--- src/shared/cpi_regs.svh ---
// constants of the configuration packet host: codes, addresses, sequence figures
`ifndef CPI_REGS_SVH
`define CPI_REGS_SVH

// ----------------------------------------------------------------
// packet header fields
// ----------------------------------------------------------------
`define CPI_OP_READ 2'b01
`define CPI_OP_WRITE 2'b10
`define CPI_TYPE_STD 3'b001
`define CPI_TYPE_EXT 3'b010
`define CPI_HDR_CNT_MAX 20'h007ff

// ----------------------------------------------------------------
// device configuration register addresses
// ----------------------------------------------------------------
`define CPI_REG_CRC 4'h0
`define CPI_REG_FRAME_ADDR 4'h1
`define CPI_REG_FDRI 4'h2
`define CPI_REG_FRAME_OUT 4'h3
`define CPI_REG_CMD 4'h4
`define CPI_REG_CTL 4'h5
`define CPI_REG_MASK 4'h6
`define CPI_REG_STAT 4'h7
`define CPI_REG_LOUT 4'h8
`define CPI_REG_OPTION 4'h9
`define CPI_REG_FRAME_LEN 4'hb

// ----------------------------------------------------------------
// command register codes
// ----------------------------------------------------------------
`define CPI_CODE_READ_FRAMES 32'h0000_0004
`define CPI_CODE_RCRC 32'h0000_0007

// ----------------------------------------------------------------
// stream framing words and preamble figures
// ----------------------------------------------------------------
`define CPI_PAD_WORD 32'hffff_ffff
`define CPI_SYNC_WORD 32'h5a3c_c3a5
`define CPI_PAD_WORDS 5'd2
`define CPI_INIT_TAIL 5'd9

// ----------------------------------------------------------------
// write data buffer
// ----------------------------------------------------------------
`define CPI_FIFO_WIDTH 32
`define CPI_FIFO_DEPTH 8

`endif

--- src/shared/cpi_pkg.sv ---
// types of the configuration packet host
package cpi_pkg;
	typedef enum logic [1:0] {
		CPI_INIT = 2'b00,
		CPI_WRITE = 2'b01,
		CPI_READ = 2'b10,
		CPI_READBACK = 2'b11
	} cpi_cmd_e;

	typedef enum logic [2:0] {
		ST_IDLE = 3'b000,
		ST_LOAD = 3'b001,
		ST_SHIFT = 3'b010,
		ST_TURN = 3'b011,
		ST_READ = 3'b100
	} cpi_state_e;

	typedef logic [31:0] cpi_word_t;
	typedef logic [1:0] cpi_op_t;
endpackage

--- src/shared/cpi_fifo_if.sv ---
// valid/ready signals on both sides of the write data buffer
`timescale 1ns/1ps
interface cpi_fifo_if #(parameter int WIDTH = 32);
	logic push_valid;
	logic push_ready;
	logic [WIDTH-1:0] push_data;
	logic pop_valid;
	logic pop_ready;
	logic [WIDTH-1:0] pop_data;

	modport fifo_side (
		input push_valid, push_data, pop_ready,
		output push_ready, pop_valid, pop_data
	);
	modport user_side (
		output push_valid, push_data, pop_ready,
		input push_ready, pop_valid, pop_data
	);
endinterface

--- src/rtl/cpi_fifo.sv ---
// flip-flop fifo for the write payload words
`timescale 1ns/1ps
module cpi_fifo #(
	parameter int WIDTH = 32,
	parameter int DEPTH = 8
) (
	input wire logic clk_i, // system clock
	input wire logic srst_i, // synchronous reset, high
	cpi_fifo_if.fifo_side f // push and pop sides
);
	localparam int AW = $clog2(DEPTH);

	logic [WIDTH-1:0] mem [DEPTH];
	logic [AW:0] wr_ptr;
	logic [AW:0] rd_ptr;

	// ----------------------------------------------------------------
	// status and handshakes
	// ----------------------------------------------------------------
	wire full = (wr_ptr[AW] != rd_ptr[AW]) && (wr_ptr[AW-1:0] == rd_ptr[AW-1:0]);
	wire empty = (wr_ptr == rd_ptr);
	wire do_push = f.push_valid && !full;
	wire do_pop = f.pop_ready && !empty;

	assign f.push_ready = !full;
	assign f.pop_valid = !empty;
	assign f.pop_data = mem[rd_ptr[AW-1:0]];

	// storage, written at the tail
	always_ff @(posedge clk_i) begin
		if (do_push) begin
			mem[wr_ptr[AW-1:0]] <= f.push_data;
		end
	end

	// pointers with wrap bit
	always_ff @(posedge clk_i) begin
		if (srst_i) begin
			wr_ptr <= '0;
			rd_ptr <= '0;
		end else begin
			if (do_push) begin
				wr_ptr <= wr_ptr + 1'b1;
			end
			if (do_pop) begin
				rd_ptr <= rd_ptr + 1'b1;
			end
		end
	end
endmodule

--- src/rtl/cpi_host.sv ---
// host that drives configuration packets into the byte-wide configuration port
//
// Overview of operation
// - stream is framed in 32-bit words
// - opcode read is 01, write is 10
// - header word first, then payload words
// - standard header carries type 001 plus fields
// - header count 0..2047 gives payload length
// - larger counts use zero count plus extension
// - extension: type 010, same opcode, 20-bit count
// - words go over parallel port in order
// - pads then sync word before any packet
// - after sync: reset CRC, length, option, mask
// - readback: address, command, count, pad, read
`timescale 1ns/1ps
`include "cpi_regs.svh"
module cpi_host
	import cpi_pkg::*;
(
	input wire logic MCLK_I, // 100 MHz clock
	input wire logic SRST_I, // synchronous reset, high
	input wire logic CMD_VALID_I, // command request
	output logic CMD_READY_O, // idle, command taken
	input wire logic [1:0] CMD_KIND_I, // init, write, read, readback
	input wire logic [3:0] CMD_ADDR_I, // target register
	input wire logic [19:0] CMD_COUNT_I, // payload words
	input wire logic [31:0] CMD_FRAME_ADDR_I, // start frame address
	input wire logic [31:0] CMD_FRAME_LEN_I, // frame length value
	input wire logic [31:0] CMD_OPTION_I, // option value
	input wire logic [31:0] CMD_MASK_I, // mask value
	input wire logic WR_VALID_I, // payload word offered
	input wire logic [31:0] WR_DATA_I, // payload word
	output logic WR_READY_O, // buffer has room
	output logic RD_VALID_O, // read word pulse
	output logic [31:0] RD_DATA_O, // read word
	output logic DONE_O, // command finished pulse
	output logic CFG_CS_N_O, // port select, low
	output logic CFG_WR_N_O, // port write, low
	output logic [7:0] CFG_D_O, // data byte out
	output logic CFG_D_OE_O, // data byte driven
	input wire logic [7:0] CFG_D_I, // data byte in
	input wire logic CFG_BUSY_I // device stall
);
	// ----------------------------------------------------------------
	// header builders
	// ----------------------------------------------------------------
	function automatic cpi_word_t mk_hdr(input cpi_op_t op, input logic [3:0] addr,
		input logic [10:0] cnt);
		mk_hdr = {`CPI_TYPE_STD, op, 10'h000, addr, 2'b00, cnt};
	endfunction

	function automatic cpi_word_t mk_ext(input cpi_op_t op, input logic [19:0] cnt);
		mk_ext = {`CPI_TYPE_EXT, op, 7'h00, cnt};
	endfunction

	// count field of a standard header, zero when an extension follows
	function automatic logic [10:0] hdr_cnt(input logic big, input logic [19:0] cnt);
		hdr_cnt = big ? 11'h000 : cnt[10:0];
	endfunction

	// number of fixed words sent ahead of the body
	function automatic logic [4:0] pre_len(input cpi_cmd_e k, input logic big);
		case (k)
			CPI_INIT: pre_len = `CPI_PAD_WORDS + `CPI_INIT_TAIL;
			CPI_WRITE, CPI_READ: pre_len = big ? 5'd2 : 5'd1;
			CPI_READBACK: pre_len = big ? 5'd7 : 5'd6;
			default: pre_len = 5'd0;
		endcase
	endfunction

	// fixed word of the preamble at position i
	function automatic cpi_word_t pre_word(input cpi_cmd_e k, input logic [4:0] i,
		input logic big, input logic [3:0] addr, input logic [19:0] cnt,
		input cpi_word_t frame_addr, input cpi_word_t frame_len, input cpi_word_t option,
		input cpi_word_t msk);
		logic [4:0] j;
		j = i - `CPI_PAD_WORDS;
		pre_word = `CPI_PAD_WORD;
		case (k)
			CPI_INIT: begin
				if (i < `CPI_PAD_WORDS) begin
					pre_word = `CPI_PAD_WORD;
				end else begin
					case (j)
						5'd0: pre_word = `CPI_SYNC_WORD;
						5'd1: pre_word = mk_hdr(`CPI_OP_WRITE, `CPI_REG_CMD, 11'h001);
						5'd2: pre_word = `CPI_CODE_RCRC;
						5'd3: pre_word = mk_hdr(`CPI_OP_WRITE, `CPI_REG_FRAME_LEN, 11'h001);
						5'd4: pre_word = frame_len;
						5'd5: pre_word = mk_hdr(`CPI_OP_WRITE, `CPI_REG_OPTION, 11'h001);
						5'd6: pre_word = option;
						5'd7: pre_word = mk_hdr(`CPI_OP_WRITE, `CPI_REG_MASK, 11'h001);
						5'd8: pre_word = msk;
						default: pre_word = `CPI_PAD_WORD;
					endcase
				end
			end
			CPI_WRITE: begin
				if (i == 5'd0) begin
					pre_word = mk_hdr(`CPI_OP_WRITE, addr, hdr_cnt(big, cnt));
				end else begin
					pre_word = mk_ext(`CPI_OP_WRITE, cnt);
				end
			end
			CPI_READ: begin
				if (i == 5'd0) begin
					pre_word = mk_hdr(`CPI_OP_READ, addr, hdr_cnt(big, cnt));
				end else begin
					pre_word = mk_ext(`CPI_OP_READ, cnt);
				end
			end
			CPI_READBACK: begin
				case (i)
					5'd0: pre_word = mk_hdr(`CPI_OP_WRITE, `CPI_REG_FRAME_ADDR, 11'h001);
					5'd1: pre_word = frame_addr;
					5'd2: pre_word = mk_hdr(`CPI_OP_WRITE, `CPI_REG_CMD, 11'h001);
					5'd3: pre_word = `CPI_CODE_READ_FRAMES;
					5'd4: pre_word = mk_hdr(`CPI_OP_READ, `CPI_REG_FRAME_OUT, hdr_cnt(big, cnt));
					5'd5: pre_word = big ? mk_ext(`CPI_OP_READ, cnt) : `CPI_PAD_WORD;
					default: pre_word = `CPI_PAD_WORD;
				endcase
			end
			default: pre_word = `CPI_PAD_WORD;
		endcase
	endfunction

	// ----------------------------------------------------------------
	// state
	// ----------------------------------------------------------------
	cpi_state_e state;
	cpi_cmd_e kind;
	logic [3:0] addr;
	logic [19:0] count;
	logic [19:0] left;
	logic big;
	cpi_word_t frame_addr_val;
	cpi_word_t frame_len_val;
	cpi_word_t option_val;
	cpi_word_t mask_val;
	logic [4:0] idx;
	logic [1:0] byte_cnt;
	cpi_word_t shift;
	logic [23:0] rd_sh;

	// ----------------------------------------------------------------
	// write data buffer
	// ----------------------------------------------------------------
	cpi_fifo_if #(.WIDTH(`CPI_FIFO_WIDTH)) wbuf ();

	cpi_fifo #(
		.WIDTH(`CPI_FIFO_WIDTH),
		.DEPTH(`CPI_FIFO_DEPTH)
	) u_wbuf (
		.clk_i(MCLK_I),
		.srst_i(SRST_I),
		.f(wbuf.fifo_side)
	);

	// user side of the buffer
	assign wbuf.push_valid = WR_VALID_I;
	assign wbuf.push_data = WR_DATA_I;
	assign WR_READY_O = wbuf.push_ready;

	// ----------------------------------------------------------------
	// decode
	// ----------------------------------------------------------------
	wire cmd_take = CMD_VALID_I && (state == ST_IDLE);
	wire in_big = CMD_COUNT_I > `CPI_HDR_CNT_MAX;
	wire cpi_cmd_e in_kind = cpi_cmd_e'(CMD_KIND_I);
	wire pre_active = idx < pre_len(kind, big);
	wire cpi_word_t pre_data = pre_word(kind, idx, big, addr, count, frame_addr_val,
		frame_len_val, option_val, mask_val);
	wire body_write = (kind == CPI_WRITE);
	wire body_read = (kind == CPI_READ) || (kind == CPI_READBACK);
	wire body_more = (left != 20'h00000);
	wire load_fifo = (state == ST_LOAD) && !pre_active && body_write && body_more;
	wire byte_ok = !CFG_BUSY_I;
	wire last_byte = (byte_cnt == 2'd3);

	assign wbuf.pop_ready = load_fifo; // engine stalls on empty buffer
	assign CMD_READY_O = (state == ST_IDLE);

	// port strobes: write while shifting, read with data released
	assign CFG_CS_N_O = !((state == ST_SHIFT) || (state == ST_READ));
	assign CFG_WR_N_O = !(state == ST_SHIFT);
	assign CFG_D_OE_O = (state == ST_SHIFT);
	assign CFG_D_O = shift[31:24]; // most significant byte first

	// ----------------------------------------------------------------
	// command capture
	// ----------------------------------------------------------------
	always_ff @(posedge MCLK_I) begin
		if (SRST_I) begin
			kind <= CPI_INIT;
			addr <= 4'h0;
			count <= 20'h00000;
			big <= 1'b0;
			frame_addr_val <= 32'h0000_0000;
			frame_len_val <= 32'h0000_0000;
			option_val <= 32'h0000_0000;
			mask_val <= 32'h0000_0000;
		end else if (cmd_take) begin
			kind <= in_kind;
			addr <= CMD_ADDR_I;
			count <= CMD_COUNT_I;
			big <= in_big && (in_kind != CPI_INIT);
			frame_addr_val <= CMD_FRAME_ADDR_I;
			frame_len_val <= CMD_FRAME_LEN_I;
			option_val <= CMD_OPTION_I;
			mask_val <= CMD_MASK_I;
		end
	end

	// ----------------------------------------------------------------
	// word sequencer and byte engine
	// ----------------------------------------------------------------
	always_ff @(posedge MCLK_I) begin
		if (SRST_I) begin
			state <= ST_IDLE;
			left <= 20'h00000;
			idx <= 5'd0;
			byte_cnt <= 2'd0;
			shift <= 32'h0000_0000;
			rd_sh <= 24'h000000;
			RD_DATA_O <= 32'h0000_0000;
			RD_VALID_O <= 1'b0;
			DONE_O <= 1'b0;
		end else begin
			RD_VALID_O <= 1'b0;
			DONE_O <= 1'b0;
			case (state)
				ST_IDLE: begin
					if (cmd_take) begin
						idx <= 5'd0;
						byte_cnt <= 2'd0;
						left <= (in_kind == CPI_INIT) ? 20'h00000 : CMD_COUNT_I;
						state <= ST_LOAD;
					end
				end
				ST_LOAD: begin
					if (pre_active) begin
						shift <= pre_data;
						idx <= idx + 5'd1;
						state <= ST_SHIFT;
					end else if (body_write && body_more) begin
						if (wbuf.pop_valid) begin
							shift <= wbuf.pop_data;
							left <= left - 20'h00001;
							state <= ST_SHIFT;
						end
					end else if (body_read && body_more) begin
						state <= ST_TURN; // release the data bus first
					end else begin
						DONE_O <= 1'b1;
						state <= ST_IDLE;
					end
				end
				ST_SHIFT: begin
					if (byte_ok) begin
						byte_cnt <= byte_cnt + 2'd1;
						shift <= {shift[23:0], 8'h00};
						if (last_byte) begin
							state <= ST_LOAD;
						end
					end
				end
				ST_TURN: begin
					byte_cnt <= 2'd0;
					state <= ST_READ;
				end
				ST_READ: begin
					if (byte_ok) begin
						byte_cnt <= byte_cnt + 2'd1;
						rd_sh <= {rd_sh[15:0], CFG_D_I};
						if (last_byte) begin
							RD_DATA_O <= {rd_sh, CFG_D_I};
							RD_VALID_O <= 1'b1;
							left <= left - 20'h00001;
							if (left == 20'h00001) begin
								DONE_O <= 1'b1;
								state <= ST_IDLE;
							end
						end
					end
				end
				default: begin
					state <= ST_IDLE;
				end
			endcase
		end
	end
endmodule

--- config.mk ---
export PLATFORM = sky130hd
export DESIGN_NAME = cpi_host
export DESIGN_NICKNAME = d
export VERILOG_FILES = /design/src/shared/cpi_pkg.sv /design/src/shared/cpi_fifo_if.sv /design/src/rtl/cpi_fifo.sv /design/src/rtl/cpi_host.sv
export VERILOG_INCLUDE_DIRS = /design/src /design/src/shared
export SDC_FILE = /design/constraint.sdc
export NUM_CORES = 1
export LEC_CHECK = 0
export BUFFER_PORTS_ARGS = -buffer_cell sky130_fd_sc_hd__buf_2
export CAP_MARGIN = 15
export CORE_MARGIN = 1
export CORE_UTILIZATION = 40
export CTS_CLUSTER_DIAMETER = 120
export DETAILED_ROUTE_END_ITERATION = 7
export GPL_TIMING_DRIVEN = 0
export SLEW_MARGIN = 0
export SYNTH_ARGS = -nofsm -noshare
export SYNTH_HDL_FRONTEND = slang
export SYNTH_HIERARCHICAL = 1
export SYNTH_SLANG_ARGS = --single-unit
--- constraint.sdc ---
create_clock -name MCLK_I -period 8.7 [get_ports MCLK_I]
set_input_delay 1.74 -clock MCLK_I [delete_from_list [all_inputs] [get_ports MCLK_I]]
set_output_delay 1.74 -clock MCLK_I [all_outputs]
set_load 0.1 [all_outputs]
==> results of run 1 <==
## flip-flops by register name (all words and copies together) (netlist names), named ones only
signal          cells
DONE_O              1
RD_DATA_O          32
RD_VALID_O          1
addr                4
big                 1
byte_cnt            2
count              20
frame_addr_val     32
frame_len_val      32
idx                 5
kind                2
left               20
mask_val           32
option_val         32
rd_sh              24
shift              32
state               3
u_wbuf/mem        256
u_wbuf/rd_ptr       4
u_wbuf/wr_ptr       4
## worst register-to-register path, stage by stage (launching register included)
cell	delay, ns
sky130_fd_sc_hd__dfxtp_1	0.36
sky130_fd_sc_hd__inv_1	0.10
sky130_fd_sc_hd__ha_1	0.26
sky130_fd_sc_hd__clkbuf_1	0.50
sky130_fd_sc_hd__buf_1	0.68
sky130_fd_sc_hd__a211oi_1	0.12
sky130_fd_sc_hd__ha_1	0.34
sky130_fd_sc_hd__nand4b_1	0.17
sky130_fd_sc_hd__or2_2	0.33
sky130_fd_sc_hd__buf_2	0.20
sky130_fd_sc_hd__nand2_1	0.10
sky130_fd_sc_hd__buf_2	0.29
sky130_fd_sc_hd__buf_2	0.34
sky130_fd_sc_hd__nand2_1	0.15
sky130_fd_sc_hd__nor2_1	0.62
sky130_fd_sc_hd__nand2_1	0.14
sky130_fd_sc_hd__a41oi_1	0.28
sky130_fd_sc_hd__mux2_2	0.38
## metrics by stage
step                worst slack [ns]  TNS (ns)  utilization [%]  hold WS, ns  instances
CTS                             3.45         0             48.4        0.453       3368
finish                          3.23         0             48.4        0.450       3371
floorplan                       3.01         0                -        0.432       2217
global route                    3.13         0             48.4        0.472       3370
global placement              -0.639    -56.82             44.6        0.441       3226
detailed placement              3.52         0             45.2        0.446       3260
## worst paths after layout
path                         startpoint                         end  cells past startpoint
min reg2reg  RD_DATA_O[30]$_SDFFE_PP0P_  RD_DATA_O[30]$_SDFFE_PP0P_                      2
min          RD_DATA_O[30]$_SDFFE_PP0P_  RD_DATA_O[30]$_SDFFE_PP0P_                      2
max reg2reg        kind[0]$_SDFFE_PP0P_                   flip-flop                     17
max                kind[0]$_SDFFE_PP0P_                   flip-flop                     17
## logic make-up after synthesis
group / after synthesis
flops: 542
fa+ha+maj: 18
simple gates: 769
buf+inv: 199
xor+xnor: 18
mux: 114
compound gates: 557
## per-layer routing
metal	GRT usage [%]	wire, um
met1	36.7	34500
met2	42.9	38300
met3	3.91	6180
met5	0	0
met4	9.65	2910
## cell type report
class	instances	area, um2
diodes	2	5.00
plain buffers	174	769
clock buffers	69	1500
clock inverters	39	393
fillers	5358	30000
inverters	25	93.8
multi-input cells	1476	9510
flip-flops and latches	542	13400
well taps	765	957
repair buffers	279	1520
## layout by cell type, fill, tap and decap left out, types with 8 or more instances in the layout
cell                        synthesis  final
sky130_fd_sc_hd__nand4_1           10     10
sky130_fd_sc_hd__buf_2             22    268
sky130_fd_sc_hd__nand2_1          505    505
sky130_fd_sc_hd__ha_1              18     18
sky130_fd_sc_hd__buf_4             15     38
sky130_fd_sc_hd__a221oi_1          21     21
sky130_fd_sc_hd__a211oi_1          14     14
sky130_fd_sc_hd__nor3_1            33     32
sky130_fd_sc_hd__a32oi_1            8      8
sky130_fd_sc_hd__buf_1             13     14
sky130_fd_sc_hd__nor2b_1           12     12
sky130_fd_sc_hd__clkbuf_16          0     57
sky130_fd_sc_hd__nor3_2             7      8
sky130_fd_sc_hd__xor2_1             8      8
sky130_fd_sc_hd__a31oi_1           17     17
sky130_fd_sc_hd__nand3_1           22     22
sky130_fd_sc_hd__a22oi_1           19     19
sky130_fd_sc_hd__and3_1            18     18
sky130_fd_sc_hd__inv_1             23     23
sky130_fd_sc_hd__mux2_2            39     39
sky130_fd_sc_hd__dfxtp_1          286    286
sky130_fd_sc_hd__nor2_1            79     78
sky130_fd_sc_hd__a211oi_2          10     10
sky130_fd_sc_hd__o21ai_0           24     24
sky130_fd_sc_hd__nor4_1            15     13
sky130_fd_sc_hd__a31o_2            14     14
sky130_fd_sc_hd__buf_6              4     11
sky130_fd_sc_hd__edfxtp_1         256    256
sky130_fd_sc_hd__xnor2_1            9      9
sky130_fd_sc_hd__nand2b_1          12     12
sky130_fd_sc_hd__a21oi_1          280    280
sky130_fd_sc_hd__mux2i_1            8      8
sky130_fd_sc_hd__clkbuf_1         118    127
sky130_fd_sc_hd__or3_1             12     12
sky130_fd_sc_hd__clkinv_1           2     16
sky130_fd_sc_hd__o21ai_1            9      9
sky130_fd_sc_hd__a21o_1            13     13
sky130_fd_sc_hd__mux4_2            64     64
sky130_fd_sc_hd__a22o_1            11     11
sky130_fd_sc_hd__o211ai_1          16     16
## power by group through the flow
stage / clock [uW] / combinational (uW) / sequential (uW)
finish: 2460 / 931 / 2900
global route: 2600 / 998 / 2910
CTS: 2500 / 921 / 2890
detailed placement: 0 / 917 / 2950
global placement: 0 / 897 / 2950
floorplan: 0 / 594 / 2910
==> results summary, run 1 <==
The run finished with clean final reports. The total length of routed wires is 81900 um. The final instance area is 28200 um2. The via count of the first global-routing pass is 18700. Dividing total power by cell area gives a power density of 223 nW/um2.

The worst clock skew came out at about 0.069 ns. The number of port buffers is about 240. The maximum net fanout on the critical path is 10. The maximum vdd ir drop came out at 187 uV. The relative slew slack came out at 24.8%. The die width is 246 um. The maximum buffer depth of the clock tree is 3.

The fraction of power spent switching nets is 28.5%. The most common cell in the synthesized netlist is sky130_fd_sc_hd__nand2_1. The area of the placeable core came out at 58100 um2. The HPWL after detailed placement came out at 63200 um. The required time reported for the critical path endpoint came out at 9.23 ns. The number of synthesized register bits came out at 542. The final weighted congestion of routability-driven global placement is 1.00. The mux share of post-synthesis cell area came out at 8.40%. The signal on the critical path passes through inv_1 > ha_1 > clkbuf_1 > buf_1 > a211oi_1 > ha_1 > nand4b_1 > or2_2 > buf_2 > nand2_1 > buf_2 > buf_2 > nand2_1 > nor2_1 > nand2_1 > a41oi_1 > mux2_2. The flip-flop cell with the highest count after synthesis is sky130_fd_sc_hd__dfxtp_1. Setup violations remaining at the end of the flow were counted as 0. The max-slew violation total from the final report came out at 0. The detailed router finished its first iteration with 2055 violations. The xor and xnor area share after synthesis came out at less than 1%. The tool flagged a number of max-cap violations equal to 0.

In this run, synthesis inferred 256 flip-flops with an integrated enable. The number of rows in the core area came out at 88. The final hold violation count is 0.

The buffer cell driving the clock tree root is sky130_fd_sc_hd__clkbuf_16. The maximum cell stage delay along the critical path came out at 0.67 ns. The initial core utilization came out at 40.8%.

The maximum level of the CTS H-tree came out at 2. The later pin in the worst-skew pair is clocked with a latency of between 0.6 and 0.7 ns. The fraction of the mapped netlist area in simple logic gates came out at 14.4%. The time the worst path needs with I/O delays and setup came out at 5.47 ns. Among all stages on the critical path, the largest delay is contributed by sky130_fd_sc_hd__buf_1. Yosys attributes the largest share of cell area to sky130_fd_sc_hd__edfxtp_1 32%, sky130_fd_sc_hd__dfxtp_1 24%, sky130_fd_sc_hd__nand2_1 8.0%. On the critical path the largest part of the delay comes from buffers and inverters. The area share of fa/ha/maj cells after synthesis came out at 0.949%.

Summing over every cut layer, the via total after detailed routing is 19400. The synthesized netlist net count came out at 2434. The relative contribution of the clock network to total power is 39.2%.

The height of the die came out at ~250 um. The register share of total power came out at 46.0%. The first-pass GRT wire length came out at between 100000 and 150000 um. The part of the Yosys area used for sequential elements is 56.5%. The clock tree from TritonCTS is built. Relative to the synthesized area, the layout overhead comes to 18.7%. By startpoint and endpoint, the worst setup path is classified as flip-flop to flip-flop. 246 I/O pins were placed.

The via-per-instance ratio is 5.76. The detail-routed net length per standard cell came out at 24.3 um. The floorplan die area is 60300 um2. The class of the tightest hold or removal check is flip-flop to flip-flop. The number of buffers added for setup after CTS came out at 0. The endpoint arrival time on the critical path is 6.00 ns. The initial antenna violation count is 3. The clock slew at the register clock pins of the worst setup and hold paths is 0.06 ns. For this design the total switching power over the nets is 1790 uW. Sorting the synthesized cells by how often they occur yields 505 x sky130_fd_sc_hd__nand2_1, 286 x sky130_fd_sc_hd__dfxtp_1, 280 x sky130_fd_sc_hd__a21oi_1, 256 x sky130_fd_sc_hd__edfxtp_1, 118 x sky130_fd_sc_hd__clkbuf_1. The netlist area before placement is 23700 um2. Setup repair after global routing left no endpoint under its margin. The total design power is 6290 uW.

The maximum clock frequency came out at 183 MHz. The relative contribution of combinational cells to total power came out at 14.8%. Cell internal power was estimated by the tool at 4500 uW.

The part of the cycle the worst path needs is 62.8%. The post-detailed-route count of antenna-violating nets came out at 0. For this run, the total global-route usage over all layers was measured as 26.7%.

The number of design rule violations left after detail routing is 0. The total congestion overflow after global routing is 0. The share of final-layout standard cells stronger than drive strength 1 is 21.9%. The internal reg-to-reg setup slack came out at approximately 3.2 ns.

The total CTS buffers came out at 57. The share of synthesized area in the top cell type comes to roughly a third. The share of the synthesized area in compound gates (AO/OA/AOI/OAI) came out at 15.4%.

The number of distinct library cells after synthesis came out at between 90 and 100. The number of gates given a new drive strength after cts came out at 0. The hold-fix buffer count after cts is 0.

The capturing element type of the critical path is a flip-flop. CTS saw 542 sinks. The number of instances in the synthesized netlist came out at 2217.

Summed over all instances, the cell type with the most area after synthesis is sky130_fd_sc_hd__edfxtp_1. STA classifies the critical path startpoint as a flip-flop. The first detailed-routing pass ran for 7 iterations. By area, the combinational part of the netlist is dominated by compound AO/OA/AOI/OAI gates. The leakage power is 0.0100 uW. The critical path contains buffers and inverters numbering 6 combined. For this run, the post-layout net count is 2772. The proportion of register bits with asynchronous set or reset after synthesis is 0%. The actual transition at the worst max-transition pin came out at 1.12 ns. In this run the cell area measured after placement is around 26000 um2.

During synthesis, Yosys emitted a total of 6 warnings. The largest net degree at the start of global routing is 23. The average cell area after synthesis came out at 10.7 um2.
(Power assumes the default switching activity.)
==> run 2, diff against run 1 <==
clock period = 5.05 ns   (was 8.7 ns; I/O delays follow)
==> run 2 against run 1 <==
Against the previous run:
- core utilization barely moved
- global-route usage unchanged
- design area about the same
- clock-buffer cell count unchanged
==> results summary, run 2 (synthesis results as in run 1) <==
The via count of the first global-routing pass came out at 18700. The pre-antenna-repair detailed-routing pass consisted of 5 iterations. The worst setup path is of the flip-flop to flip-flop kind. The clock reaches the later pin of the worst-skew pair after 0.65 ns.

The area of the placeable core is around 58000 um2. The post-route worst setup slack is 0.158 ns. The final hold violation count came out at 0. The depth of the worst hold-timing path came out at 2. The maximum buffer depth of the clock tree is 3. The number of cells on the worst reg-to-reg path came out at 16.

Buffers placed on the I/O ports in this run total 244. The relative contribution of the clock network to total power is 39.2%. The post-placement setup slack came out at -0.129 ns. The die width came out at 246 um. The start point of the critical path is kind[0]$_SDFFE_PP0P_. Setup repair after global routing left no endpoint under its margin. The post-detailed-route count of antenna-violating nets is 0. The number of buffers added for setup after CTS is 0. The worst hold path belongs to the class flip-flop to flip-flop. The initial antenna violation count is 3. The fraction of power spent switching nets came out at around 28%. The part of the cycle the worst path needs is 96.9%. The count of maximum capacitance violations is 0. The most common cell after layout, fill and taps aside is sky130_fd_sc_hd__nand2_1. At the pin with the least slew margin, the transition time is 1.09 ns.

The relative contribution of combinational cells to total power came out at 14.8%. STA classifies the critical path endpoint as a flip-flop. The number of gates given a new drive strength after cts came out at 1. The number of standard cells in the layout, taps in and fillers out is 3371. Registers are responsible for 46.0% of the overall power. The path with the worst hold slack has its endpoint at RD_DATA_O[30]$_SDFFE_PP0P_.

The maximum net fanout on the critical path came out at 10. The cell count after placement came out at 3260. In this run the most critical hold path is launched from RD_DATA_O[30]$_SDFFE_PP0P_. For this configuration, the core starts out at a cell density of 40.8%.

The total length of routed wires came out at 82000 um. The startpoint identified for the worst register-to-register timing path is kind[0]$_SDFFE_PP0P_. The run finished with clean final reports.

The HPWL after detailed placement came out at 63200 um. The maximum cell stage delay along the critical path is 0.55 ns. The startpoint kind of the worst setup timing path is a flip-flop. The total CTS buffers is 57. The required time reported for the critical path endpoint is 5.58 ns. Traced cell by cell, the critical path runs through ha_1 > clkbuf_1 > clkbuf_1 > a211oi_1 > ha_1 > nand4b_1 > or2_2 > buf_2 > nand2_1 > buf_2 > buf_2 > nand2_1 > nor2_2 > nand2_1 > a41oi_1 > mux2_2. The number of top-level pins is 246. The cell area after placement is 26300 um2. The detail-routed net length per standard cell is 24.3 um. The height of the die came out at 246 um. Compared with the post-synthesis result, the final layout area differs by 18.7%. The internal power contribution is 7750 uW. Measured against its own limit, the worst slew margin works out to 27.1%. The count of fill cells added during filler insertion is 5357. The hold-fix buffer count after cts is 0. The time the worst path needs with I/O delays and setup came out at slightly below 5 ns. Among all stages on the critical path, the largest delay is contributed by sky130_fd_sc_hd__clkbuf_1. Hold timing on the final database bottoms out at a slack of 0.450 ns. The via count came out at just under 20000. The endpoint arrival time on the critical path came out at roughly 5.4 ns.

The share of final-layout standard cells stronger than drive strength 1 is 22.0%. The net switching component of the power came out at 3090 uW. Routability-driven placement finished with a final weighted congestion of 1.00. In the layout the commonest cells are 505 x sky130_fd_sc_hd__nand2_1, 286 x sky130_fd_sc_hd__dfxtp_1, 280 x sky130_fd_sc_hd__a21oi_1, 269 x sky130_fd_sc_hd__buf_2, 256 x sky130_fd_sc_hd__edfxtp_1. The register with the most flip-flops in the layout has 256 of them. The first-pass GRT wire length came out at 119000 um. The maximum vdd ir drop came out at 323 uV. The floorplan die area is between 60000 and 70000 um2. The count of endpoints failing setup in the final report is 0. At the end of the flow the core is filled with cells to 48.5%. The leakage power is 0.0100 uW. In this run the number of H-tree levels came out at 2. The number of design rule violations left after detail routing came out at 0.

The number of sinks handled by clock tree synthesis is roughly 540. The power per unit of standard cell area is 385 nW/um2. Using the TritonRoute via totals, the vias-per-cell ratio works out to 5.77.

The maximum clock frequency came out at 204 MHz. The total congestion overflow after global routing is 0. The floorplan has 88 rows. The worst clock skew is approximately 0.066 ns. CTS placed an instance of sky130_fd_sc_hd__clkbuf_16 at the clock tree root. The max-slew violation total from the final report is 0. After clock tree synthesis, the clock-pin slew on the worst setup and hold paths is ~0.060 ns.

Across all register-to-register paths, the minimum setup slack is roughly 0.16 ns. The global-route total usage across every layer came out at 26.7%. After routing the design area is between 20000 and 30000 um2. At the end of the flow, the number of nets in the layout was 2772.

Entering global routing, the biggest net connects 23 pins. The number of DRC markers in iteration 0 came out at 2037. The clock tree from TritonCTS is built.
## run 2: power by group through the flow
stage | Sequential (uW) | Clock, uW | Combinational (uW)
2_1_floorplan | 5010 | 0 | 1020
3_3_place_gp | 5080 | 0 | 1550
3_5_place_dp | 5080 | 0 | 1580
4_1_cts | 4980 | 4310 | 1590
5_1_grt | 5010 | 4490 | 1720
6_report | 4990 | 4250 | 1610
## run 2: critical path, delay by kind of cell, from the launching register on
family | cells | cell delay (ns)
simple gates | 6 | 1.32
buf+inv | 5 | 1.77
flops | 1 | 0.43
fa+ha+maj | 2 | 0.50
mux | 1 | 0.37
compound gates | 2 | 0.40
## run 2: layer usage
layer  routed length, um  GRT usage [%]
met1               34400           36.7
met2               38400           42.9
met3                6220           3.91
met4                2940           9.65
met5                   0              0
## run 2: through the flow
step | TNS (ns) | power, uW
floorplan | 0 | 6040
global placement | -603.52 | 6630
detailed placement | -0.582 | 6660
CTS | 0 | 10900
global route | 0 | 11200
finish | 0 | 10800
## run 2: worst max-delay path by stage
| stage | slack, ns | depth (start not counted) | to |
|---|---|---|---|
| floorplan | 0.09 | 2 | u_wbuf/mem[3][0]$_DFFE_PP_ |
| global placement | -3.56 | 3 | u_wbuf/mem[3][31]$_DFFE_PP_ |
| detailed placement | -0.13 | 17 | flip-flop |
| CTS | 0.05 | 17 | flip-flop |
| global route | 0.01 | 16 | u_wbuf/rd_ptr[2]$_SDFFE_PP0P_ |
| finish | 0.16 | 16 | flip-flop |
## run 2: cell type report
cell class              count  area, um2  share of cell area (%)
clock buffers              69       1500                    5.33
repair buffers            279       1520                    5.40
inverters                  25       93.8                   0.333
flip-flops and latches    542      13400                    47.6
diodes                      2       5.00                  0.0178
well taps                 765        957                    3.40
clock inverters            39        393                    1.39
multi-input cells        1476       9510                    33.8
plain buffers             174        772                    2.74
